===== config.mk =====
export PLATFORM = sky130hd
export DESIGN_NAME = data_width_adapter
export DESIGN_NICKNAME = d
export VERILOG_FILES = /design/src/dwa_pkg.sv /design/src/data_width_adapter.sv /design/src/lane_steer.sv /design/src/slice_planner.sv
export SDC_FILE = /design/constraint.sdc
export NUM_CORES = 1
export LEC_CHECK = 0
export BUFFER_PORTS_ARGS = -buffer_cell sky130_fd_sc_hd__buf_4
export CAP_MARGIN = 10
export CORE_ASPECT_RATIO = 1.2
export CORE_UTILIZATION = 51
export CTS_CLUSTER_DIAMETER = 200
export DETAILED_ROUTE_END_ITERATION = 12
export PLACE_DENSITY_LB_ADDON = 0.25
export SLEW_MARGIN = 20
export SYNTH_ARGS = -nofsm -noshare
export SYNTH_HDL_FRONTEND = slang
export SYNTH_HIERARCHICAL = 1
export SYNTH_SLANG_ARGS = --single-unit

===== constraint.sdc =====
create_clock -name clk -period 4.9 [get_ports clk]
set_clock_uncertainty 0.2 [all_clocks]
set_input_delay 0.49 -clock clk [delete_from_list [all_inputs] [get_ports clk]]
set_output_delay 0.49 -clock clk [all_outputs]
set_load 0.005 [all_outputs]

===== src/dwa_pkg.sv =====
package dwa_pkg;

   // Port widths
   localparam int M_DW = 32;
   localparam int M_BW = 4;
   localparam int N_DW = 16;
   localparam int N_BW = 2;
   localparam int W_DW = 64;
   localparam int W_BW = 8;
   localparam int S_AW = 16;

   // Number of narrow slices in one master word
   localparam int N_SLICES = 2;

   // Slave bases in the master's byte address space
   localparam logic [31:0] N_BASE = 32'h0000_0000;
   localparam logic [31:0] W_BASE = 32'h0001_0000;

   // Offset bit positions: master word index starts at bit 2, wide word at bit 3
   localparam int M_WORD_LSB = 2;
   localparam int W_WORD_LSB = 3;
   localparam int W_HALF_BIT = 2;

   // Values after reset
   localparam logic WAIT_RST = 1'b1;

   typedef enum logic [1:0] {
      ST_IDLE,
      ST_NARROW,
      ST_WIDE,
      ST_RESP
   } state_type;

endpackage


===== src/data_width_adapter.sv =====
`timescale 1ns/1ps
module data_width_adapter (
   input  wire logic                     clk,
   input  wire logic                     srst,
   // Slave alignment selections
   input  wire logic                     narrow_dyn,
   input  wire logic                     wide_dyn,
   // Master port
   input  wire logic                     m_read,
   input  wire logic                     m_write,
   input  wire logic                     tgt_wide,
   input  wire logic [31:0]              m_addr,
   input  wire logic [dwa_pkg::M_DW-1:0] m_wdata,
   input  wire logic [dwa_pkg::M_BW-1:0] m_be,
   output logic      [dwa_pkg::M_DW-1:0] m_rdata,
   output logic                          m_waitrequest,
   // 16-bit slave port
   output logic                          n_read,
   output logic                          n_write,
   output logic      [dwa_pkg::S_AW-1:0] n_addr,
   output logic      [dwa_pkg::N_DW-1:0] n_wdata,
   output logic      [dwa_pkg::N_BW-1:0] n_be,
   input  wire logic [dwa_pkg::N_DW-1:0] n_rdata,
   input  wire logic                     n_waitrequest,
   // 64-bit slave port
   output logic                          w_read,
   output logic                          w_write,
   output logic      [dwa_pkg::S_AW-1:0] w_addr,
   output logic      [dwa_pkg::W_DW-1:0] w_wdata,
   output logic      [dwa_pkg::W_BW-1:0] w_be,
   input  wire logic [dwa_pkg::W_DW-1:0] w_rdata,
   input  wire logic                     w_waitrequest
);

   typedef struct packed {
      dwa_pkg::state_type           st;
      logic                         wr;
      logic                         dyn;
      logic                         hi;
      logic                         sl;
      logic                         more;
      logic [dwa_pkg::M_DW-1:0]     wdat;
      logic [dwa_pkg::M_BW-1:0]     mbe;
      logic [dwa_pkg::M_DW-1:0]     acc;
      logic                         m_wait;
      logic [dwa_pkg::M_DW-1:0]     m_rdata;
      logic                         n_rd;
      logic                         n_wr;
      logic [dwa_pkg::S_AW-1:0]     n_addr;
      logic [dwa_pkg::N_DW-1:0]     n_wdata;
      logic [dwa_pkg::N_BW-1:0]     n_be;
      logic                         w_rd;
      logic                         w_wr;
      logic [dwa_pkg::S_AW-1:0]     w_addr;
      logic [dwa_pkg::W_DW-1:0]     w_wdata;
      logic [dwa_pkg::W_BW-1:0]     w_be;
   } regs_type;

   regs_type                     q;
   regs_type                     d;
   logic     [31:0]              off_n;
   logic     [31:0]              off_w;
   logic     [dwa_pkg::M_BW-1:0] plan_be_in;
   logic     [dwa_pkg::M_DW-1:0] plan_wd_in;
   logic                         plan_idx;
   logic     [1:0]               plan_need;
   logic     [dwa_pkg::N_BW-1:0] plan_be;
   logic     [dwa_pkg::N_DW-1:0] plan_wd;
   logic                         steer_dyn;
   logic                         steer_half;
   logic     [dwa_pkg::W_DW-1:0] steer_wd;
   logic     [dwa_pkg::W_BW-1:0] steer_be;
   logic     [dwa_pkg::M_DW-1:0] steer_rd;

   ////////////////////////////////////////////////////////////////////////////
   // Offsets inside each slave's window
   assign off_n = m_addr - dwa_pkg::N_BASE;
   assign off_w = m_addr - dwa_pkg::W_BASE;

   // Planner sees the live request while idle, the held word afterwards
   assign plan_be_in = (q.st == dwa_pkg::ST_IDLE) ? m_be : q.mbe;
   assign plan_wd_in = (q.st == dwa_pkg::ST_IDLE) ? m_wdata : q.wdat;
   assign plan_idx   = (q.st == dwa_pkg::ST_IDLE) ? ~plan_need[0] : 1'b1;

   slice_planner u_plan (
      .be          (plan_be_in),
      .wdata       (plan_wd_in),
      .idx         (plan_idx),
      .need        (plan_need),
      .slice_be    (plan_be),
      .slice_wdata (plan_wd)
   );

   assign steer_dyn  = (q.st == dwa_pkg::ST_IDLE) ? wide_dyn : q.dyn;
   assign steer_half = (q.st == dwa_pkg::ST_IDLE) ? off_w[dwa_pkg::W_HALF_BIT] : q.hi;

   lane_steer u_steer (
      .dyn     (steer_dyn),
      .half    (steer_half),
      .m_wdata (m_wdata),
      .m_be    (m_be),
      .s_rdata (w_rdata),
      .s_wdata (steer_wd),
      .s_be    (steer_be),
      .m_rdata (steer_rd)
   );

   ////////////////////////////////////////////////////////////////////////////
   always_comb begin
      d = q;
      unique case (q.st)
         dwa_pkg::ST_IDLE: begin
            d.m_wait = 1'b1;
            if (m_read || m_write) begin
               d.wr   = m_write;
               d.wdat = m_wdata;
               d.mbe  = m_be;
               d.acc  = '0;
               if (tgt_wide) begin
                  // Each alignment choice belongs to the slave being served
                  d.dyn = wide_dyn;
                  d.hi  = off_w[dwa_pkg::W_HALF_BIT];
                  if (wide_dyn) begin
                     d.w_addr = off_w[dwa_pkg::W_WORD_LSB +: dwa_pkg::S_AW];
                  end else begin
                     d.w_addr = off_w[dwa_pkg::M_WORD_LSB +: dwa_pkg::S_AW];
                  end
                  d.w_wdata = steer_wd;
                  d.w_be    = steer_be;
                  d.w_rd    = m_read & ~m_write;
                  d.w_wr    = m_write;
                  d.st      = dwa_pkg::ST_WIDE;
               end else if (!narrow_dyn) begin
                  d.dyn     = 1'b0;
                  d.sl      = 1'b0;
                  d.more    = 1'b0;
                  d.n_addr  = off_n[dwa_pkg::M_WORD_LSB +: dwa_pkg::S_AW];
                  d.n_wdata = m_wdata[15:0];
                  d.n_be    = m_be[1:0];
                  d.n_rd    = m_read & ~m_write;
                  d.n_wr    = m_write;
                  d.st      = dwa_pkg::ST_NARROW;
               end else if (plan_need == 2'b00) begin
                  // No lane enabled: nothing for the slave, finish at once
                  d.dyn     = 1'b1;
                  d.m_rdata = '0;
                  d.m_wait  = 1'b0;
                  d.st      = dwa_pkg::ST_RESP;
               end else begin
                  d.dyn     = 1'b1;
                  d.sl      = plan_idx;
                  d.more    = plan_need[0] & plan_need[1];
                  d.n_addr  = {off_n[dwa_pkg::M_WORD_LSB +: dwa_pkg::S_AW-1], plan_idx};
                  d.n_wdata = plan_wd;
                  d.n_be    = plan_be;
                  d.n_rd    = m_read & ~m_write;
                  d.n_wr    = m_write;
                  d.st      = dwa_pkg::ST_NARROW;
               end
            end
         end
         dwa_pkg::ST_NARROW: begin
            if (!n_waitrequest) begin
               if (!q.wr) begin
                  if (q.sl) begin
                     d.acc[31:16] = n_rdata;
                  end else begin
                     d.acc[15:0] = n_rdata;
                  end
               end
               if (q.more) begin
                  // Master keeps waiting while the second slice runs
                  d.sl      = 1'b1;
                  d.more    = 1'b0;
                  d.n_addr  = {q.n_addr[15:1], 1'b1};
                  d.n_wdata = plan_wd;
                  d.n_be    = plan_be;
               end else begin
                  d.n_rd    = 1'b0;
                  d.n_wr    = 1'b0;
                  d.m_rdata = d.acc;
                  d.m_wait  = 1'b0;
                  d.st      = dwa_pkg::ST_RESP;
               end
            end
         end
         dwa_pkg::ST_WIDE: begin
            if (!w_waitrequest) begin
               d.w_rd    = 1'b0;
               d.w_wr    = 1'b0;
               d.m_rdata = q.wr ? '0 : steer_rd;
               d.m_wait  = 1'b0;
               d.st      = dwa_pkg::ST_RESP;
            end
         end
         dwa_pkg::ST_RESP: begin
            // One cycle with the wait lowered completes the master transfer
            d.m_wait = 1'b1;
            d.st     = dwa_pkg::ST_IDLE;
         end
      endcase
   end

   always_ff @(posedge clk) begin
      if (srst) begin
         q        <= '0;
         q.m_wait <= dwa_pkg::WAIT_RST;
      end else begin
         q <= d;
      end
   end

   ////////////////////////////////////////////////////////////////////////////
   assign m_rdata       = q.m_rdata;
   assign m_waitrequest = q.m_wait;
   assign n_read        = q.n_rd;
   assign n_write       = q.n_wr;
   assign n_addr        = q.n_addr;
   assign n_wdata       = q.n_wdata;
   assign n_be          = q.n_be;
   assign w_read        = q.w_rd;
   assign w_write       = q.w_wr;
   assign w_addr        = q.w_addr;
   assign w_wdata       = q.w_wdata;
   assign w_be          = q.w_be;

   ////////////////////////////////////////////////////////////////////////////
   property p_wait_during_slave;
      @(posedge clk) disable iff (srst)
      (q.n_rd || q.n_wr || q.w_rd || q.w_wr) |-> q.m_wait;
   endproperty
   a_wait_during_slave:
      assert property (p_wait_during_slave) else $error("master released while slave busy");

   property p_wait_one_cycle;
      @(posedge clk) disable iff (srst)
      !q.m_wait |=> q.m_wait && q.st == dwa_pkg::ST_IDLE;
   endproperty
   a_wait_one_cycle:
      assert property (p_wait_one_cycle) else $error("wait low longer than one cycle");

   property p_no_empty_slice;
      @(posedge clk) disable iff (srst)
      (q.n_wr && q.dyn) |-> q.n_be != 2'b00;
   endproperty
   a_no_empty_slice:
      assert property (p_no_empty_slice) else $error("slice with no enabled byte issued");

   property p_native_upper_zero;
      @(posedge clk) disable iff (srst)
      (q.st == dwa_pkg::ST_NARROW && !q.dyn && !q.wr && !n_waitrequest) |=> m_rdata[31:16] == 16'h0000;
   endproperty
   a_native_upper_zero:
      assert property (p_native_upper_zero) else $error("native read upper half not zero");

   property p_native_wide_low;
      @(posedge clk) disable iff (srst)
      (q.w_wr && !q.dyn) |-> (w_be[7:4] == 4'h0 && w_wdata[63:32] == 32'h0000_0000);
   endproperty
   a_native_wide_low:
      assert property (p_native_wide_low) else $error("native write reached upper slave half");

   property p_wide_single;
      @(posedge clk) disable iff (srst)
      ((q.w_rd || q.w_wr) && !w_waitrequest) |=> !(w_read || w_write) && !m_waitrequest;
   endproperty
   a_wide_single:
      assert property (p_wide_single) else $error("wide slave saw more than one transfer");

   property p_dyn_one_half;
      @(posedge clk) disable iff (srst)
      (q.w_wr && q.dyn) |-> (w_be[7:4] == 4'h0 || w_be[3:0] == 4'h0);
   endproperty
   a_dyn_one_half:
      assert property (p_dyn_one_half) else $error("write enabled both slave halves");

   property p_odd_high_half;
      @(posedge clk) disable iff (srst)
      (q.w_rd && q.dyn && q.hi && !w_waitrequest) |=> m_rdata == $past(w_rdata[63:32]);
   endproperty
   a_odd_high_half:
      assert property (p_odd_high_half) else $error("odd word not taken from upper half");

   property p_upper_slice;
      @(posedge clk) disable iff (srst)
      (q.n_rd && q.dyn && q.sl && !n_waitrequest) |=> (m_rdata[31:16] == $past(n_rdata)) && !m_waitrequest;
   endproperty
   a_upper_slice:
      assert property (p_upper_slice) else $error("slice 2N+1 not in upper half");

endmodule


===== src/lane_steer.sv =====
`timescale 1ns/1ps
// Lane placement toward the 64-bit slave and steering back to the master
module lane_steer (
   input  wire logic                     dyn,
   input  wire logic                     half,
   input  wire logic [dwa_pkg::M_DW-1:0] m_wdata,
   input  wire logic [dwa_pkg::M_BW-1:0] m_be,
   input  wire logic [dwa_pkg::W_DW-1:0] s_rdata,
   output logic      [dwa_pkg::W_DW-1:0] s_wdata,
   output logic      [dwa_pkg::W_BW-1:0] s_be,
   output logic      [dwa_pkg::M_DW-1:0] m_rdata
);

   always_comb begin
      if (!dyn) begin
         // Plain wires: upper slave half is never reached
         s_wdata = {32'h0000_0000, m_wdata};
         s_be    = {4'h0, m_be};
         m_rdata = s_rdata[31:0];
      end else begin
         // Data replicated on both halves; byte enables pick the addressed one
         s_wdata = {m_wdata, m_wdata};
         s_be    = half ? {m_be, 4'h0} : {4'h0, m_be};
         m_rdata = half ? s_rdata[63:32] : s_rdata[31:0];
      end
   end

endmodule


===== src/slice_planner.sv =====
`timescale 1ns/1ps
// Picks the narrow slices a wide master word needs and the lanes of one slice
module slice_planner (
   input  wire logic [dwa_pkg::M_BW-1:0]     be,
   input  wire logic [dwa_pkg::M_DW-1:0]     wdata,
   input  wire logic                         idx,
   output logic      [dwa_pkg::N_SLICES-1:0] need,
   output logic      [dwa_pkg::N_BW-1:0]     slice_be,
   output logic      [dwa_pkg::N_DW-1:0]     slice_wdata
);

   ////////////////////////////////////////////////////////////////////////////
   genvar g;
   generate
      for (g = 0; g < dwa_pkg::N_SLICES; g++) begin : g_slice
         assign need[g] = |be[g*dwa_pkg::N_BW +: dwa_pkg::N_BW];
      end
   endgenerate

   ////////////////////////////////////////////////////////////////////////////
   assign slice_be    = idx ? be[3:2] : be[1:0];
   assign slice_wdata = idx ? wdata[31:16] : wdata[15:0];

endmodule

### Word-level counts from Yosys, hierarchy flattened

Index checks and enable logic that the tools add are counted.

| word-level totals | value |
|---|---|
| register bits | 234 |
| input bits | 157 |
| output and inout bits | 159 |

| cells by class | value |
|---|---|
| add/sub/neg operators | 1 |
| equal/unequal tests | 14 |
| muxes and demuxes | 50 |
| bitwise gates (word level) | 6 |
| reductions and logical operators | 19 |

Operators with widths:

| operator | number |
|---|---|
| 234-bit two-way mux | 1 |
| 32-bit two-way mux | 5 |
| 101-bit two-way mux | 1 |
| 33-bit two-way mux | 3 |
| 32-bit one-hot mux with 3 select lines | 1 |
| 90-bit two-way mux | 1 |
| 36-bit two-way mux | 2 |
| 36-bit one-hot mux with 2 select lines | 1 |
| 69-bit two-way mux | 1 |
| 16-bit two-way mux | 4 |
| 64-bit two-way mux | 1 |
| 32-bit one-hot mux with 2 select lines | 1 |
| 35-bit two-way mux | 1 |
| 2-bit two-way mux | 13 |
| 19-bit two-way mux | 1 |
| 19-bit by 17-bit subtractor with 19-bit output, second input constant | 1 |
| 8-bit two-way mux | 2 |
| 2-bit inequality test, second input constant | 8 |
| 6-bit AND reduction | 2 |
| 5-bit AND reduction | 2 |
| 3-bit AND reduction | 3 |
| 2-bit one-hot mux with 2 select lines | 2 |
| 2-bit one-hot mux with 4 select lines | 1 |
| 4-bit AND reduction | 2 |
| 16 further kinds | 30 |

### Logic depth before layout (Yosys ltp)

Gate-level depths: netlist of the first run.

| depth | value |
|---|---|
| depth after elaboration | 11 |
| depth in mapped cells | 12 |
| depth with buffers taken out | 8 |

### Cells and area by module

Netlist of the first run, hierarchy kept.

Modules (own cells, without submodules):

| module | times used | cells each | area an instance (sq um) |
|---|---|---|---|
| data_width_adapter | 1 | 1,192 | 10,557.6 |
| lane_steer | 1 | 112 | 1,012.2 |
| slice_planner | 1 | 22 | 284.0 |

### Worst setup path before layout of the first run

OpenSTA, ideal clock, no wires.

| path | value |
|---|---|
| path type | register to register |
| start | register q[232] (netlist name) |
| end | register q (netlist bit n_addr[11]) |
| library setup time | 0.086 ns |
| arrival time | 3.159 ns |
| data required time | 4.614 ns |
| slack | 1.455 ns |
| cell stages (with the launch flop) | 12 |
| clock period less this slack | 3.445 ns |
| path through | dfxtp_1 > inv_1 > ha_1 > clkbuf_1 > buf_1 > mux2_2 > or2_2 > or3b_2 > and4_1 > buf_2 > buf_1 > a211oi_1 |

| between the ends | value |
|---|---|
| longest elaborated chain between the ends | 6 |
| elaborated cells on any way between the ends | 10 |

RTL lines:

| element | RTL line | text |
|---|---|---|
| start: declaration | data_width_adapter.sv:59 | `regs_type q;` |
| 2-bit zero test | data_width_adapter.sv:81 | `assign plan_be_in = (q.st == dwa_pkg::ST_IDLE) ? m_be : q.mbe;` |
| 4-bit two-way mux | data_width_adapter.sv:81 |  |
| net plan_be_in, one bit | data_width_adapter.sv:63 | `logic [dwa_pkg::M_BW-1:0] plan_be_in;` |
| 2-bit OR reduction | slice_planner.sv:16 | `assign need[g] = \|be[g*dwa_pkg::N_BW +: dwa_pkg::N_BW];` |
| net plan_need[0] | data_width_adapter.sv:66 | `logic [1:0] plan_need;` |
| 2-bit zero test | data_width_adapter.sv:143 | `end else if (plan_need == 2'b00) begin` |
| 2-bit inequality test (no line) | n/a |  |
| 5-bit AND reduction (no line) | n/a |  |

The timed path passes the listed nets, and every way through them passes these cells.
A chain may end at the register's enable or synchronous reset.

### Final worst setup path of the first run

| path | value |
|---|---|
| start | register q[232] (netlist name) |
| end | register q (netlist bit n_wdata[6]) |

| between the ends | value |
|---|---|
| longest elaborated chain between the ends | 11 |
| elaborated cells on any way between the ends | 24 |

RTL lines:

| element | RTL line | text |
|---|---|---|
| 2-bit zero test (*) | data_width_adapter.sv:81 |  |
| 4-bit two-way mux (*) | data_width_adapter.sv:81 |  |
| net plan_be_in, one bit | data_width_adapter.sv:63 |  |
| 2-bit OR reduction (*) | slice_planner.sv:16 |  |
| net plan_need[0] | data_width_adapter.sv:66 |  |
| 1-bit NOT | data_width_adapter.sv:83 | `assign plan_idx = (q.st == dwa_pkg::ST_IDLE) ? ~plan_need[0] : 1'b1;` |
| 1-bit two-way mux | data_width_adapter.sv:83 |  |
| 16-bit two-way mux | slice_planner.sv:22 | `assign slice_wdata = idx ? wdata[31:16] : wdata[15:0];` |
| 36-bit two-way mux | data_width_adapter.sv:143 |  |
| 36-bit two-way mux | data_width_adapter.sv:133 | `end else if (!narrow_dyn) begin` |
| 69-bit two-way mux | data_width_adapter.sv:119 | `if (tgt_wide) begin` |
| 234-bit two-way mux | data_width_adapter.sv:114 | `if (m_read \|\| m_write) begin` |
| 36-bit one-hot mux with 2 select lines | data_width_adapter.sv:111 | `unique case (q.st)` |

The timed path passes the listed nets; every way through them passes the cells marked *. The select of a mux whose other input is x is not followed.

==> results of run 1 <==
-- flip-flops by register name (all words and copies together), names as in the netlist --
signal	flops
w_read	1
m_rdata	32
n_addr	16
n_wdata	16
w_addr	16
n_be	2
n_read	1
w_be	8
m_waitrequest	1
w_write	1
q	75
n_write	1
w_wdata	64
-- worst min path at each step --
stage / end / startpoint / depth (start not counted) / slack, ps
6_report: q[176]$_SDFFE_PP0P_ / n_rdata[1] / 2 / 20
5_1_grt: q[160]$_SDFFE_PP0P_ / n_rdata[1] / 2 / 9
4_1_cts: q[160]$_SDFFE_PP0P_ / n_rdata[1] / 2 / 0.9
3_5_place_dp: q[225]$_SDFFE_PP0P_ / q[225]$_SDFFE_PP0P_ / 2 / 240
3_3_place_gp: q[203]$_SDFFE_PP0P_ / q[203]$_SDFFE_PP0P_ / 2 / 240
2_1_floorplan: w_addr[15]$_SDFFE_PP0P_ / w_addr[15]$_SDFFE_PP0P_ / 2 / 230
-- worst max-delay path: stages (launching register included) --
cell      delay (ps)
dfxtp_1          330
inv_1            110
ha_2             280
mux2_2           380
or2_2            370
nor4bb_1         540
a221o_1          810
a221oi_1         150
nor3_1           210
-- cell type report --
cell class | instances | area [um^2]
Sequential cell | 234 | 4684
Clock buffer | 37 | 770.7
Timing Repair Buffer | 319 | 2432
Tap cell | 310 | 387.9
Inverter | 7 | 26.28
Multi-Input combinational cell | 801 | 5325
Clock inverter | 7 | 116.4
Fill cell | 2023 | 8853
-- metrics by stage --
stage	hold WS (ps)	power (mW)	std cells	area (um^2)	setup slack, ps
after floorplan	232.2	4.575	1326	11850	1455
after CTS	0.8535	7.216	1714	13720	1417
final	24.82	7.161	1715	13740	1420
after global placement	239.2	5.132	1665	12780	1489
after global routing	8.740	7.569	1715	13740	1209
after detailed placement	244.9	5.184	1666	12790	1431
-- Yosys cell counts (3+ instances only) --
cell type,n
a211oi_1,29
a21oi_1,117
a221oi_1,19
a222oi_1,32
a22o_1,32
a311oi_1,3
and2_1,40
and3_1,6
buf_1,6
buf_2,23
buf_4,188
buf_6,4
clkbuf_1,62
dfxtp_1,234
ha_1,6
inv_1,7
mux2_2,52
mux2_4,36
mux2i_1,30
nand2_1,232
nand2b_1,3
nor2_1,63
nor3_1,21
o211ai_1,3
o21a_1,5
o21ai_0,4
o2bb2ai_1,32
or2_2,4
or4_1,3
-- kinds of logic (layout without fill, tap and decap cells) --
family | Yosys count | after routing | share of synthesized area, %
fa+ha+maj | 6 | 6 | 0.6333
simple gates | 388 | 388 | 14.60
mux | 118 | 118 | 12.03
compound gates | 288 | 288 | 17.34
xor+xnor | 1 | 1 | 0.07390
flops | 234 | 234 | 39.52
buf+inv | 291 | 370 | 15.80
-- power by group through the flow --
stage / Clock, mW / Sequential (mW) / Combinational [mW]
after floorplan: 0 / 2.40 / 2.18
after global placement: 0 / 2.43 / 2.70
after detailed placement: 0 / 2.44 / 2.74
after CTS: 2.06 / 2.40 / 2.75
after global routing: 2.13 / 2.44 / 2.99
final: 2.01 / 2.40 / 2.75
-- what timing repair did --
item	in CTS	in global routing
hold buffers	4	0
endpoints found under the setup margin	0	0
endpoints found under the hold margin	5	0
-- per-layer routing --
metal	vias to the layer above	track usage, %	part of all wire [%]
met2	315	43.31	50
li1	4579	-	-
met1	4478	30.74	40
met3	49	4.441	6.5
met5	-	0	0
met4	0	9.216	2.7
==> metrics.csv, run 1 <==
metric,value,unit
finalSetupTns,0,ps
arrival,3710,ps
design.core.area,22600,um^2
synth_nets,1489,
timing.rr.start,q[232]$_SDFFE_PP0P_,
drtAntennaViolNets,0,
grt.total_usage,24.96,%
synth_ff_type,dfxtp_1,
cts_root_buffer,clkbuf_16,
postRouteWirelength,30.60,mm
wl_per_cell,17.84,um
path_class,reg2reg,
final_common_cell,buf_4,
ys_ff_latch,234,
pwr-share-comb,38.4,%
period_minus_slack,3480,ps
gp_congestion,0.8184,
rsz0062_at_grt,no,
timing.rr.end,n_wdata[6]$_SDFFE_PP0P_,
p_int,4.742,mW
startpoint,q[232]$_SDFFE_PP0P_,
maxSlewHeadroom,32.33,%
hold_viol,0,
final_core_util,60.82,%
drive_gt1_share,32.95,%
leakagePower,5.809,nW
cts_tree,done,
pwr_density_cell,521.1,nW/um^2
tightestPinTransition,1015,ps
power_switching,2.419,mW
num_antenna_cells,0,
setup.worst_path.end_class,register,
irDropWorstVdd,277.5,uV
dp_hpwl,20.24,mm
grt_pass1_vias,8953,
synth_edf_count,0,
finalSetupViolCount,0,
synth_warnings,6,
clk_latency,520,ps
ctsResizeCount,0,
dr.first_iter.drc_count,679,
die_h,169.0,um
overflow,0,
maxCapViolCount,0,
vias,9421,
dieArea,23860,um^2
seq_power_share,33.6,%
switching_share,33.77,%
cts_buffers,25,
clockBufferDepth,3,
slew_violations,0,
die_w,141.2,um
drc,0,
critPathCapture,n_wdata[6]$_SDFFE_PP0P_,
timing.fmax,287.3,MHz
rows,60,
cts_max_level,1,
initial_utilization,52.46,%
drt-vias-per-instance,5.493,
netlist.area_leader.share,39.52,%
clkTransAtPathRegs,70,ps
syn_inst,1326,
yosys.area.top_type,dfxtp_1,
p_clk_share,28.1,%
startpoint_type,register,
area_growth,15.94,%
status,"finished, final reports clean",
worst-path-max-fanout,20,
synth.area.top_cells,"dfxtp_1, buf_4, nand2_1, a21oi_1, mux2_2",
grt_first_pass_wirelength,47.93,mm
syn-cell-area,11850,um^2
yosys.cell_types.count,56,
cts_sinks,234,
hp-class,in2reg,
period_share,71.03,%
cp.required,5130,ps
async_flop_share,0,%
final_cell_mix,"buf_4, dfxtp_1, nand2_1",
reg2reg_depth,8,
drtPass1Iterations,9,
grt_start_max_net_pins,103,
num_io_pins,316,
antenna_found_initial,0,
synth.avg_cell_area,8.940,um^2
reg2reg_slack,1420,ps
portBuffers,300,
yosysSeqAreaShare,39.52,%
final_nets,1551,
post_cts_buffers,0,
(Power assumes the default switching activity.)
==> run 2: changes to the inputs <==
--- a/config.mk
+++ b/config.mk
@@ -8,7 +8,7 @@
 export BUFFER_PORTS_ARGS = -buffer_cell sky130_fd_sc_hd__buf_4
 export CAP_MARGIN = 10
 export CORE_ASPECT_RATIO = 1.2
-export CORE_UTILIZATION = 51
+export CORE_UTILIZATION = 48
 export CTS_CLUSTER_DIAMETER = 200
 export DETAILED_ROUTE_END_ITERATION = 12
 export PLACE_DENSITY_LB_ADDON = 0.25
==> constraint.sdc (replaced) <==
create_clock -name clk -period 3.2 [get_ports clk]
set_clock_uncertainty 0.2 [all_clocks]
set_input_delay 0.32 -clock clk [delete_from_list [all_inputs] [get_ports clk]]
set_output_delay 0.32 -clock clk [all_outputs]
set_load 0.005 [all_outputs]
==> run 2 against run 1 <==
Effect of this change: setup slack lost 1200 ps; clock power grew 33%; highest routed layer is now met5; power grew 51%; combinational power grew 62%; register-to-register slack lost 1200 ps; via count grew 4.1%.
==> metrics.csv, run 2 (synthesis results as in run 1) <==
metric,value,unit,change
status,"finished, final reports clean",,
slew_violations,0,,unchanged
finalSetupTns,0,ps,unchanged
clk_latency,520,ps,about the same
period_minus_slack,2976,ps,-503.8 ps
dp_hpwl,21.17,mm,+4.6%
finalSetupViolCount,0,,unchanged
power_switching,3.764,mW,+56%
timing.fmax,336.0,MHz,+17%
nFillCells,2077,,+2.7%
p_int,7.070,mW,+49%
reg2reg_depth,8,,unchanged
postRouteWirelength,32.43,mm,+6.0%
cts_max_level,1,,unchanged
cts_buffers,25,,unchanged
grt_first_pass_wirelength,51.23,mm,+6.9%
seqCellArea,4684,um^2,unchanged
maxCapViolCount,0,,unchanged
vias,9811,,+4.1%
final_common_cell,buf_4,,
multi_input_area,5325,um^2,unchanged
placed_cells,1690,,+1.4%
largest_reg_flops,75,,unchanged
design.core.area,24130,um^2,+6.8%
irDropWorstVdd,394.0,uV,+42%
grt_pass1_vias,9671,,+8.0%
portBuffers,300,,unchanged
pre_cts_ws,242.8,ps,-1188 ps
initial_utilization,49.13,%,-3.3 points
cts_tree,done,,
top_register,q,,
num_antenna_cells,0,,unchanged
cts_sinks,234,,unchanged
wl_per_cell,17.93,um,+0.46%
worst_slack,223.6,ps,-1196 ps
die_w,145.5,um,+3.0%
tightestPinTransition,754.4,ps,-260.7 ps
leakagePower,6.134,nW,+5.6%
final_cell_mix,"buf_4, dfxtp_1, nand2_1",,
drc,0,,unchanged
switching_share,34.74,%,+0.97 points
dieArea,25330,um^2,+6.2%
antenna_found_initial,1,,+1
dr.first_iter.drc_count,760,,+12%
drtAntennaViolNets,0,,unchanged
drive_gt1_share,31.56,%,-1.4 points
path_class,reg2reg,,
num_io_pins,316,,unchanged
gp_congestion,0.7959,,-2.7%
pwr_density_cell,747.2,nW/um^2,+43%
grt_start_max_net_pins,89,,-14%
seq_power_share,34.1,%,+0.5 points
clkTransAtPathRegs,60,ps,about the same
cp.required,3420,ps,-1710 ps
setup.worst_path.end_class,register,,
pwr-share-comb,41.1,%,+2.7 points
drtPass1Iterations,5,,-4
rsz0062_at_grt,no,,
area_growth,22.31,%,
maxSlewHeadroom,49.65,%,+17 points
p_clk_share,24.7,%,-3.4 points
die_h,174.1,um,+3.0%
clockBufferDepth,3,,unchanged
finalNonFillerCells,1809,,+5.5%
arrival,3200,ps,-510 ps
hold_viol,0,,unchanged
period_share,93.01,%,+22 points
drt-vias-per-instance,5.423,,-1.3%
grt.total_usage,24.91,%,-0.057 points
worst-path-max-fanout,28,,+40%
rows,62,,+3.3%
overflow,0,,unchanged
min_path_cells,4,,+2
cts_root_buffer,clkbuf_16,,
final_nets,1637,,+5.5%
hp-class,in2reg,,
startpoint_type,register,,
run 2: changes by cell type in the layout (fill, tap and decap cells not counted), sizes merged:
cell / delta
clkbuf: -2
buf: +13
dlygate4sd3: +73
clkinv: +2
inv: +1
bufinv: -3
run 2: power by group through the flow:
stage	combinational, mW	sequential [mW]	clock (mW)
floorplan	3.34	3.67	0
global placement	4.32	3.73	0
detailed placement	4.37	3.75	0
CTS	4.47	3.69	2.75
global route	4.83	3.76	2.87
finish	4.46	3.70	2.68
run 2: worst paths after layout:
check,slack [ps],to,start
min,30,m_rdata[6]$_SDFFE_PP0P_,w_rdata[38]
max reg2reg,220,n_addr[12]$_SDFFE_PP0P_,q[233]$_SDFFE_PP0P_
min reg2reg,250,w_be[7]$_SDFFE_PP0P_,w_be[7]$_SDFFE_PP0P_
max,220,n_addr[12]$_SDFFE_PP0P_,q[233]$_SDFFE_PP0P_
run 2: routing by layer:
layer	routed length, um	GRT usage, %
met5	12	0
met4	1113	9.825
met3	1936	4.121
met2	16060	43.97
met1	13310	30.06
run 2: what timing repair did:
| action | in CTS | in global routing |
|---|---|---|
| buffers inserted | 0 | 0 |
| hold endpoints to repair | 187 | 0 |
| hold buffers | 77 | 0 |
| resized for setup | 0 | 0 |
run 2: final cells by class:
cell class                      instances  area share (%)
Clock buffer                           35           4.850
Multi-Input combinational cell        801           36.73
Sequential cell                       234           32.31
Clock inverter                          7          0.3279
Timing Repair Buffer                  405           22.84
Tap cell                              320           2.761
Inverter                                7          0.1812
run 2: worst max-delay path, stage by stage, from the launching register on:
cell      delay [ps]
dfxtp_1          340
inv_1            120
ha_2             300
mux2_2           360
or2_2            370
or3b_2           480
and4_1           230
buf_4            230
a211oi_1         250
run 2: per-stage QoR:
stage          hold WS, ps  utilization, %  power [mW]  cell area [um^2]
2_1_floorplan        232.2               -       7.014             11860
3_3_place_gp         238.9           53.79       8.047             12980
3_5_place_dp         246.8           53.79       8.121             12980
4_1_cts              13.44           60.10       10.92             14500
5_1_grt              38.11           60.10       11.46             14500
6_report             32.93           60.10       10.83             14500
